**src/ssbc_pkg.sv**
```systemverilog
// Constants and types for the SPI shift buffer control block.
package ssbc_pkg;
  // ----------------------------------------
  // Register offsets
  // ----------------------------------------
  localparam logic [3:0] SSBC_CTRL_OFS   = 4'h0;
  localparam logic [3:0] SSBC_STAT_OFS   = 4'h4;
  localparam logic [3:0] SSBC_BUF_OFS    = 4'h8;
  localparam logic [3:0] SSBC_IFLAG_OFS  = 4'hC;
  // ----------------------------------------
  // Field positions and reset values
  // ----------------------------------------
  localparam int SSBC_WRITE_COLLISION_FLAG_BIT  = 7;
  localparam int SSBC_OVF_BIT   = 6;
  localparam int SSBC_EN_BIT    = 5;
  localparam int SSBC_CKP_BIT   = 4;
  localparam int SSBC_SMP_BIT   = 7;
  localparam int SSBC_CKE_BIT   = 6;
  localparam int SSBC_BF_BIT    = 0;
  localparam logic [7:0] SSBC_CTRL_RST = 8'h00;
  localparam logic [7:0] SSBC_STAT_RST = 8'h00;
  // ----------------------------------------
  // Mode codes
  // ----------------------------------------
  localparam logic [3:0] SSBC_M_DIV4   = 4'h0;
  localparam logic [3:0] SSBC_M_DIV16  = 4'h1;
  localparam logic [3:0] SSBC_M_DIV64  = 4'h2;
  localparam logic [3:0] SSBC_M_TMR2   = 4'h3;
  localparam logic [3:0] SSBC_M_SLVSS  = 4'h4;
  localparam logic [3:0] SSBC_M_SLV    = 4'h5;
  // ----------------------------------------
  // Timing counts (half periods of the serial clock, in system cycles) and the index of the last bit
  // ----------------------------------------
  localparam logic [5:0] SSBC_HALF_DIV4  = 6'h02;
  localparam logic [5:0] SSBC_HALF_DIV16 = 6'h08;
  localparam logic [5:0] SSBC_HALF_DIV64 = 6'h20;
  localparam logic [2:0] SSBC_LAST_BIT   = 3'h7;

  typedef struct packed {
    logic [7:0] ctrl;
    logic [1:0] stat_cfg;
    logic       bf;
    logic       iflag;
    logic [7:0] buf_r;
    logic [7:0] shreg;
    logic [2:0] bitcnt;
    logic       busy;
    logic       sck;
    logic       sdo;
    logic [5:0] div;
    logic       t2_tog;
    logic [2:0] sck_s;
    logic       sck_lvl;
    logic [2:0] sdi_s;
    logic [2:0] ss_s;
    logic       ack;
    logic [7:0] dat;
  } ssbc_state_t;
endpackage

```
**src/ssbc_top.sv**
```systemverilog
// SPI shift register, receive buffer and flags behind a Wishbone slave.
`timescale 1ns/1ps
module ssbc_top
(
  // Clock and reset
  input  wire logic       clk_i,
  input  wire logic       rst_i,
  // Wishbone slave
  input  wire logic       wb_cyc_i,
  input  wire logic       wb_stb_i,
  input  wire logic       wb_we_i,
  input  wire logic [3:0] wb_adr_i,
  input  wire logic [3:0] wb_sel_i,
  input  wire logic [31:0] wb_dat_i,
  output logic     [31:0] wb_dat_o,
  output logic            wb_ack_o,
  // Timer two output
  input  wire logic       timer_two_i,
  // SPI pins
  input  wire logic       sck_i,
  output logic            sck_o,
  output logic            sck_oe_o,
  input  wire logic       sdi_i,
  output logic            sdo_o,
  output logic            sdo_oe_o,
  input  wire logic       ss_n_i
);
  import ssbc_pkg::*;

  ssbc_state_t q, d;

  // ----------------------------------------
  // Decoding helpers
  // ----------------------------------------
  function automatic logic is_master(input logic [3:0] m);
    is_master = (m <= SSBC_M_TMR2);
  endfunction

  logic       en, clock_idle_polarity, cke, input_sample_phase, master, req, wr, rd, lane0;
  logic       sck_f, sck_rise, sck_fall, lead, trail, ss_hi, rx_bit;
  logic       tick, t2_rise;
  logic [5:0] half;
  logic       done;
  logic [7:0] rdata;

  always_comb
  begin
    en       = q.ctrl[SSBC_EN_BIT];
    clock_idle_polarity      = q.ctrl[SSBC_CKP_BIT];
    cke      = q.stat_cfg[1];
    input_sample_phase      = q.stat_cfg[0];
    master   = is_master(q.ctrl[3:0]);
    req      = wb_cyc_i && wb_stb_i && !q.ack;
    wr       = req && wb_we_i;
    rd       = req && !wb_we_i;
    lane0    = wb_sel_i[0];
    // Glitch filter: a pin level counts when the two late stages agree.
    sck_f    = (q.sck_s[2] == q.sck_s[1]) ? q.sck_s[1] : q.sck_lvl;
    sck_rise = sck_f && !q.sck_lvl;
    sck_fall = !sck_f && q.sck_lvl;
    // In master mode the reply follows our own clock, and a half period of two
    // cycles leaves no room for the full pin delay, so the first stage is used.
    rx_bit   = master ? q.sdi_s[0] : q.sdi_s[2];
    ss_hi    = (q.ctrl[3:0] == SSBC_M_SLVSS) && q.ss_s[2] && q.ss_s[1];
    t2_rise  = timer_two_i && !q.t2_tog;
    unique case (q.ctrl[3:0])
      SSBC_M_DIV16: half = SSBC_HALF_DIV16;
      SSBC_M_DIV64: half = SSBC_HALF_DIV64;
      default:      half = SSBC_HALF_DIV4;
    endcase
    if (q.ctrl[3:0] == SSBC_M_TMR2)
      tick = t2_rise;
    else
      tick = (q.div == half - 6'h01);
    // Leading edge leaves idle; trailing edge returns to idle.
    if (master)
    begin
      lead  = tick && q.busy && (q.sck == clock_idle_polarity);
      trail = tick && q.busy && (q.sck != clock_idle_polarity);
    end
    else
    begin
      lead  = clock_idle_polarity ? sck_fall : sck_rise;
      trail = clock_idle_polarity ? sck_rise : sck_fall;
    end
    unique case (wb_adr_i)
      SSBC_CTRL_OFS:  rdata = q.ctrl;
      SSBC_STAT_OFS:  rdata = {q.stat_cfg, 5'h00, q.bf};
      SSBC_BUF_OFS:   rdata = q.buf_r;
      SSBC_IFLAG_OFS: rdata = {7'h00, q.iflag};
      default:        rdata = 8'h00;
    endcase
  end

  logic sample, shift_out, ovf_set;
  always_comb
  begin
    // CKE=1 changes data on the trailing edge; INPUT_SAMPLE_PHASE=1 samples a half later.
    shift_out = cke ? trail : lead;
    sample    = (cke ^ input_sample_phase) ? lead : trail;
    done      = 1'b0;
    ovf_set   = 1'b0;
    d = q;
    d.sck_lvl = sck_f;
    d.sck_s  = {q.sck_s[1:0], sck_i};
    d.sdi_s  = {q.sdi_s[1:0], sdi_i};
    d.ss_s   = {q.ss_s[1:0], ss_n_i};
    d.t2_tog = timer_two_i;
    d.ack    = req;
    if (req)
      d.dat = rdata;
    d.div = (tick || !q.busy) ? 6'h00 : q.div + 6'h01;
    if (!master || !q.busy)
      d.sck = clock_idle_polarity;
    else if (tick)
      d.sck = !q.sck;
    if (sample)
      d.shreg = {q.shreg[6:0], rx_bit};
    if (shift_out && !(cke && q.bitcnt == 3'h0 && master))
      d.sdo = q.shreg[7];
    if (sample && (q.busy || !master))
    begin
      d.busy   = 1'b1;
      d.bitcnt = q.bitcnt + 3'h1;
      if (q.bitcnt == SSBC_LAST_BIT)
      begin
        done   = 1'b1;
        d.busy = 1'b0;
      end
    end
    // Received byte moves to the buffer unless a slave finds it still full; the new byte can already start.
    if (done)
    begin
      if (q.bf && !master)
      begin
        ovf_set = 1'b1;
        d.ctrl[SSBC_OVF_BIT] = 1'b1;
      end
      else
      begin
        d.buf_r = {q.shreg[6:0], rx_bit};
        d.bf    = 1'b1;
        d.iflag = 1'b1;
      end
    end
    if (rd && lane0 && wb_adr_i == SSBC_BUF_OFS && !done)
      d.bf = 1'b0;
    if (wr && lane0)
    begin
      unique case (wb_adr_i)
        SSBC_CTRL_OFS:
        begin
          d.ctrl[5:0] = wb_dat_i[5:0];
          d.ctrl[SSBC_WRITE_COLLISION_FLAG_BIT] = wb_dat_i[7] & q.ctrl[7];
          d.ctrl[SSBC_OVF_BIT]  = (wb_dat_i[6] & q.ctrl[6]) | ovf_set;
        end
        SSBC_STAT_OFS:  d.stat_cfg = wb_dat_i[7:6];
        SSBC_IFLAG_OFS: d.iflag = d.iflag & !wb_dat_i[0] | done;
        SSBC_BUF_OFS:
          if (q.busy || q.bitcnt != 3'h0)
            d.ctrl[SSBC_WRITE_COLLISION_FLAG_BIT] = 1'b1;
          else
          begin
            d.shreg = wb_dat_i[7:0];
            d.sdo   = wb_dat_i[7];
            d.busy  = master && en;
          end
        default: ;
      endcase
    end
    if (!en || ss_hi)
    begin
      d.bitcnt = 3'h0;
      d.busy   = 1'b0;
      d.sck    = clock_idle_polarity;
    end
  end

  always_ff @(posedge clk_i)
  begin
    if (rst_i)
    begin
      q <= '0;
      q.ctrl <= SSBC_CTRL_RST;
      q.stat_cfg <= SSBC_STAT_RST[7:6];
    end
    else
      q <= d;
  end

  assign wb_ack_o = q.ack;
  assign wb_dat_o = {24'h000000, q.dat};
  assign sck_o    = q.sck;
  assign sck_oe_o = en && master;
  assign sdo_o    = q.sdo;
  assign sdo_oe_o = en && !(q.ctrl[3:0] == SSBC_M_SLVSS && q.ss_s[2]);

  // ----------------------------------------
  // Checks
  // ----------------------------------------
  done_sets_bf_a: assert property (@(posedge clk_i) disable iff (rst_i)
    done && !(q.bf && !master) |=> q.bf && q.iflag)
    else $error("byte done without buffer full");
  write_collision_flag_set_a: assert property (@(posedge clk_i) disable iff (rst_i)
    wr && lane0 && wb_adr_i == SSBC_BUF_OFS && q.busy && !sample |=> q.ctrl[7] && $stable(q.shreg))
    else $error("collision not flagged");
  write_collision_flag_sticky_a: assert property (@(posedge clk_i) disable iff (rst_i)
    q.ctrl[7] && !(wr && wb_adr_i == SSBC_CTRL_OFS) |=> q.ctrl[7])
    else $error("collision flag cleared by hardware");
  bf_read_a: assert property (@(posedge clk_i) disable iff (rst_i)
    rd && lane0 && wb_adr_i == SSBC_BUF_OFS && !done |=> !q.bf)
    else $error("read did not clear buffer full");
  no_ovf_master_a: assert property (@(posedge clk_i) disable iff (rst_i)
    master && !q.ctrl[6] && !(wr && wb_adr_i == SSBC_CTRL_OFS) |=> !q.ctrl[6])
    else $error("overflow in master mode");
  ovf_keep_a: assert property (@(posedge clk_i) disable iff (rst_i)
    done && q.bf && !master |=> q.ctrl[6] && $stable(q.buf_r))
    else $error("overflow lost old byte");
  idle_clk_a: assert property (@(posedge clk_i) disable iff (rst_i)
    !q.busy && !$past(q.busy) && $past(clock_idle_polarity) == clock_idle_polarity |-> q.sck == clock_idle_polarity)
    else $error("clock not idle level");
  disable_reset_a: assert property (@(posedge clk_i) disable iff (rst_i)
    !en |=> q.bitcnt == 3'h0 && !q.busy)
    else $error("disable did not reset counter");
  ack_one_a: assert property (@(posedge clk_i) disable iff (rst_i)
    wb_cyc_i && wb_stb_i && !q.ack |=> q.ack ##1 !q.ack)
    else $error("ack not single cycle");
  cov_master_c: cover property (@(posedge clk_i) disable iff (rst_i) master && done);
  cov_slave_c: cover property (@(posedge clk_i) disable iff (rst_i) !master && done);
  cov_write_collision_flag_c: cover property (@(posedge clk_i) disable iff (rst_i) $rose(q.ctrl[7]));
  cov_ovf_c: cover property (@(posedge clk_i) disable iff (rst_i) $rose(q.ctrl[6]));
endmodule

```
**config.mk**
```make
export PLATFORM = sky130hd
export DESIGN_NAME = ssbc_top
export DESIGN_NICKNAME = d
export VERILOG_FILES = /design/src/ssbc_pkg.sv /design/src/ssbc_top.sv
export SDC_FILE = /design/constraint.sdc
export NUM_CORES = 1
export LEC_CHECK = 0
export BUFFER_PORTS_ARGS = -buffer_cell sky130_fd_sc_hd__clkbuf_2
export CORE_AREA = 8 8 91 77
export CTS_BUF_LIST = sky130_fd_sc_hd__clkbuf_4 sky130_fd_sc_hd__clkbuf_8
export CTS_CLUSTER_DIAMETER = 60
export DETAILED_ROUTE_END_ITERATION = 8
export DIE_AREA = 0 0 99 85
export GPL_ROUTABILITY_DRIVEN = 0
export PLACE_DENSITY = 0.88
export SYNTH_ARGS = -nofsm -noshare
export SYNTH_HDL_FRONTEND = slang
export SYNTH_SLANG_ARGS = --single-unit
```
**constraint.sdc**
```tcl
create_clock -name clk_i -period 5.8 [get_ports clk_i]
set_clock_uncertainty 0.05 [all_clocks]
set_input_delay 0.29 -clock clk_i [delete_from_list [all_inputs] [get_ports clk_i]]
set_output_delay 0.29 -clock clk_i [all_outputs]
set_load 0.03 [all_outputs]
```
==> impl_summary.log <==
[metrics] count of inserted antenna diode cells: 0
[metrics] Final Util: 0.586
[metrics] end point of the most critical hold path: d[17]
[metrics] worst-path cell with the longest stage delay: sky130_fd_sc_hd__nor4_1
[metrics] die area: 8420 um^2
[metrics] number of antenna violations at the first check in global routing: 0
[metrics] Antenna Nets Post-Route: 0
[metrics] final hold viol count: 0
[metrics] HPWL after detailed placement: 4.56 mm
[metrics] cell family contributing the most delay on the critical path: simple AND/OR/NAND/NOR gates
[metrics] Post-Synthesis Mean Instance Area: 9.36 um^2
[metrics] source-to-sink clock delay at the later pin of the worst-skew pair: 0.34 ns
[metrics] Bufs and invs on worst path: 0
[metrics] Top FF cell, synth: sky130_fd_sc_hd__dfxtp_1
[metrics] EDFF count, synth: 0
[metrics] clock slew at the register clock pins of the worst setup and hold paths: 0.06 ns
[metrics] GRT Util Overall: 0.153
[metrics] Slew Viols, Final: 0
[metrics] list of cells traversed by the critical path: nand3b_1 > nor4_1 > nand3_1 > nor2_1 > a21o_1
[metrics] number of max-cap violations: 0
[metrics] layout overhead on the synthesized area: 6.62%
[metrics] period utilization: 0.447
[metrics] buffer type at the clock tree root: sky130_fd_sc_hd__clkbuf_8
[metrics] overall power consumption: 0.783 mW
[metrics] number of instances in the synthesized netlist: 329
[metrics] r2r setup slk: 3.21 ns
[metrics] grt ovf: 0
[metrics] I/O pin count: 86
[metrics] warning count from the yosys run: 0
[metrics] fraction of registers with async set/reset: 0
[metrics] pre-CTS setup slack: 3.24 ns
[metrics] sinks on the clock net: 60
[metrics] post-synth top area cell: sky130_fd_sc_hd__dfxtp_1
[metrics] critical path startpoint category: flop
[metrics] Vias/cell: 5.29
[metrics] share of the yosys chip area belonging to registers: 0.390
[metrics] number of placement rows: 25
[metrics] count of cell types in the netlist: 54
[metrics] fraction of post-synthesis cell area in the top cell type by area: 0.390
[metrics] DR pass1 iterations: 4
[metrics] most area-consuming cells after synthesis: sky130_fd_sc_hd__dfxtp_1, sky130_fd_sc_hd__mux2i_1, sky130_fd_sc_hd__buf_4
[metrics] routed vias: 2232
[metrics] worst reg2reg path startpoint: wb_ack_o
[metrics] worst hold start: sck_i
[metrics] Layout Nets: 405
[metrics] flip-flop and latch count after synthesis: 60
[metrics] Rel. slew slack: 0.350
[metrics] hold slack: 0.109 ns
[metrics] Hold/Removal Path Class: in2reg
[metrics] global-route wire length before repair: 10.4 mm
[metrics] critical path depth in cells: 5
[metrics] run status: completed
[metrics] Netlist Area Pre-Place: 3080 um^2
[metrics] Clock Tree Buf Depth: 2
[metrics] Slew @ Worst Pin: 0.975 ns
[metrics] maximum fanout encountered on the critical timing path: 13
[metrics] via count of the first global-routing pass: 2179
[metrics] Floorplan Core Area: 5600 um^2
[metrics] fraction of final layout cells sized beyond drive strength 1: 0.183
[metrics] final routed wirelength across all metal layers: 6.24 mm
[metrics] required time of the critical path: 6.03 ns
[metrics] number of cells traversed by the worst hold path: 2
[metrics] pwr dens: 239 nW/um^2
[metrics] starting density of the core: 0.550
[metrics] width of the chip: 99 um
[metrics] signal arrival time at the worst endpoint: 2.82 ns
[metrics] Worst Setup End Kind: flop
[metrics] Hold Buf Count CTS: 0
[metrics] critical path type: reg2reg
[metrics] port bufs: 34
[metrics] Critical R2R Capture: q[36]
[metrics] iteration-0 DRC count of the detailed router: 113
[metrics] number of buffers added by the clock tree synthesis step: 9
[metrics] delay of the slowest cell on the worst path: 0.57 ns
[metrics] unrepaired setup endpoints after global routing: false
[metrics] routed wire length per instance: 14.8 um
[metrics] DRC violations left: 0
[metrics] pin count of the biggest net entering global routing: 56
[metrics] setup total negative slack: 0 ns
[metrics] Worst IR Drop VDD: 0.155 mV
[metrics] Worst Setup Slack, final: 3.21 ns
[metrics] Post-CTS Repair Setup Buffers: 0
[metrics] count of instances resized after the clock tree is built: 0
[metrics] CTS HTree Levels: 3
[metrics] reg2reg path depth: 5
[metrics] final critical path time including I/O delays and setup: 2.59 ns
[metrics] leakage dissipation: 1.44 nW
[metrics] CTS tree: done
[metrics] Die Y-Extent: 85 um
[metrics] number of failing setup endpoints in the final timing report: 0
[metrics] upper clock frequency limit: 385 MHz
==> kinds of logic after synthesis <==
family	synth area share
compound gates	0.109
mux	0.128
simple gates	0.217
fa+ha+maj	0.0163
xor+xnor	0.0358
buf+inv	0.104
other cells	0.00122
flops	0.390
==> worst max path at each step <==
stage,slack (ns),startpoint,endpoint
global placement,3.33,q[54],q[40]
floorplan,3.67,cke,q[40]
detailed placement,3.24,wb_stb_i,q[38]
global route,2.95,wb_ack_o,q[38]
CTS,3.18,wb_ack_o,q[36]
finish,3.21,wb_ack_o,q[36]
==> placed cells by master (no fill, tap or decap), drive strengths merged, types with 6 or more instances in the layout <==
cell type  Yosys  layout
dfxtp         60      60
clkbuf        11      45
nor2          41      41
mux2i         33      33
conb           1      24
nand2b        22      22
nand2         18      18
nor2b         14      14
a21oi         11      11
xor2           7       7
a21o           7       7
inv            6       6
o21ai          6       6
==> stage by stage <==
step           cells  cell area (um^2)
2_1_floorplan    352              3170
3_3_place_gp     408              3120
3_5_place_dp     408              3120
4_1_cts          422              3280
5_1_grt          422              3280
6_report         422              3280
==> synth_stat cells (4+ instances only) <==
library cell	n
sky130_fd_sc_hd__nand2_1	18
sky130_fd_sc_hd__a21o_1	7
sky130_fd_sc_hd__nor2b_1	14
sky130_fd_sc_hd__inv_1	6
sky130_fd_sc_hd__nand2b_1	21
sky130_fd_sc_hd__xor2_1	7
sky130_fd_sc_hd__buf_4	32
sky130_fd_sc_hd__ha_1	4
sky130_fd_sc_hd__o21ai_0	6
sky130_fd_sc_hd__mux2i_1	33
sky130_fd_sc_hd__nor2_1	39
sky130_fd_sc_hd__a21oi_1	10
sky130_fd_sc_hd__nand3b_1	5
sky130_fd_sc_hd__clkbuf_1	11
sky130_fd_sc_hd__nand3_1	4
sky130_fd_sc_hd__dfxtp_1	60
==> worst register-to-register path, cell delays in order, from the launching register on <==
cell and delay [ns]:
sky130_fd_sc_hd__dfxtp_1 0.30, sky130_fd_sc_hd__nand3b_1 0.42, sky130_fd_sc_hd__nor4_1 0.57, sky130_fd_sc_hd__nand3_1 0.44, sky130_fd_sc_hd__nor2_1 0.56, sky130_fd_sc_hd__a21o_1 0.20
==> metal layers <==
layer  GRT usage  part of all wire
met4      0.0598             0.014
met2       0.227              0.43
met5           0                 0
met1       0.185              0.46
met3      0.0744             0.093
==> final cells by class <==
class / count / area (um^2)
multi-input combinational: 241 / 1650
sequential: 60 / 1200
inverter: 6 / 22.5
tap: 67 / 83.8
fill: 502 / 2320
clock buffer: 11 / 145
timing repair buffer: 34 / 170
clock inverter: 3 / 15.0
==> report_power, final <==
group | internal, mW | total, mW | switching [mW]
clock network | 0.164 | 0.315 | 0.151
registers | 0.416 | 0.417 | 0.00143
logic | 0.0121 | 0.0512 | 0.0391
total | 0.592 | 0.783 | 0.192
==> registers in the layout, indices dropped and copies added (netlist names) <==
signal               cells
q                       39
input_sample_phase       1
cke                      1
wb_dat_o                 8
sdo_o                    1
sck_o                    1
d                        6
wb_ack_o                 1
clock_idle_polarity      1
en                       1
Note: power is estimated with default switching activity, not from simulation.
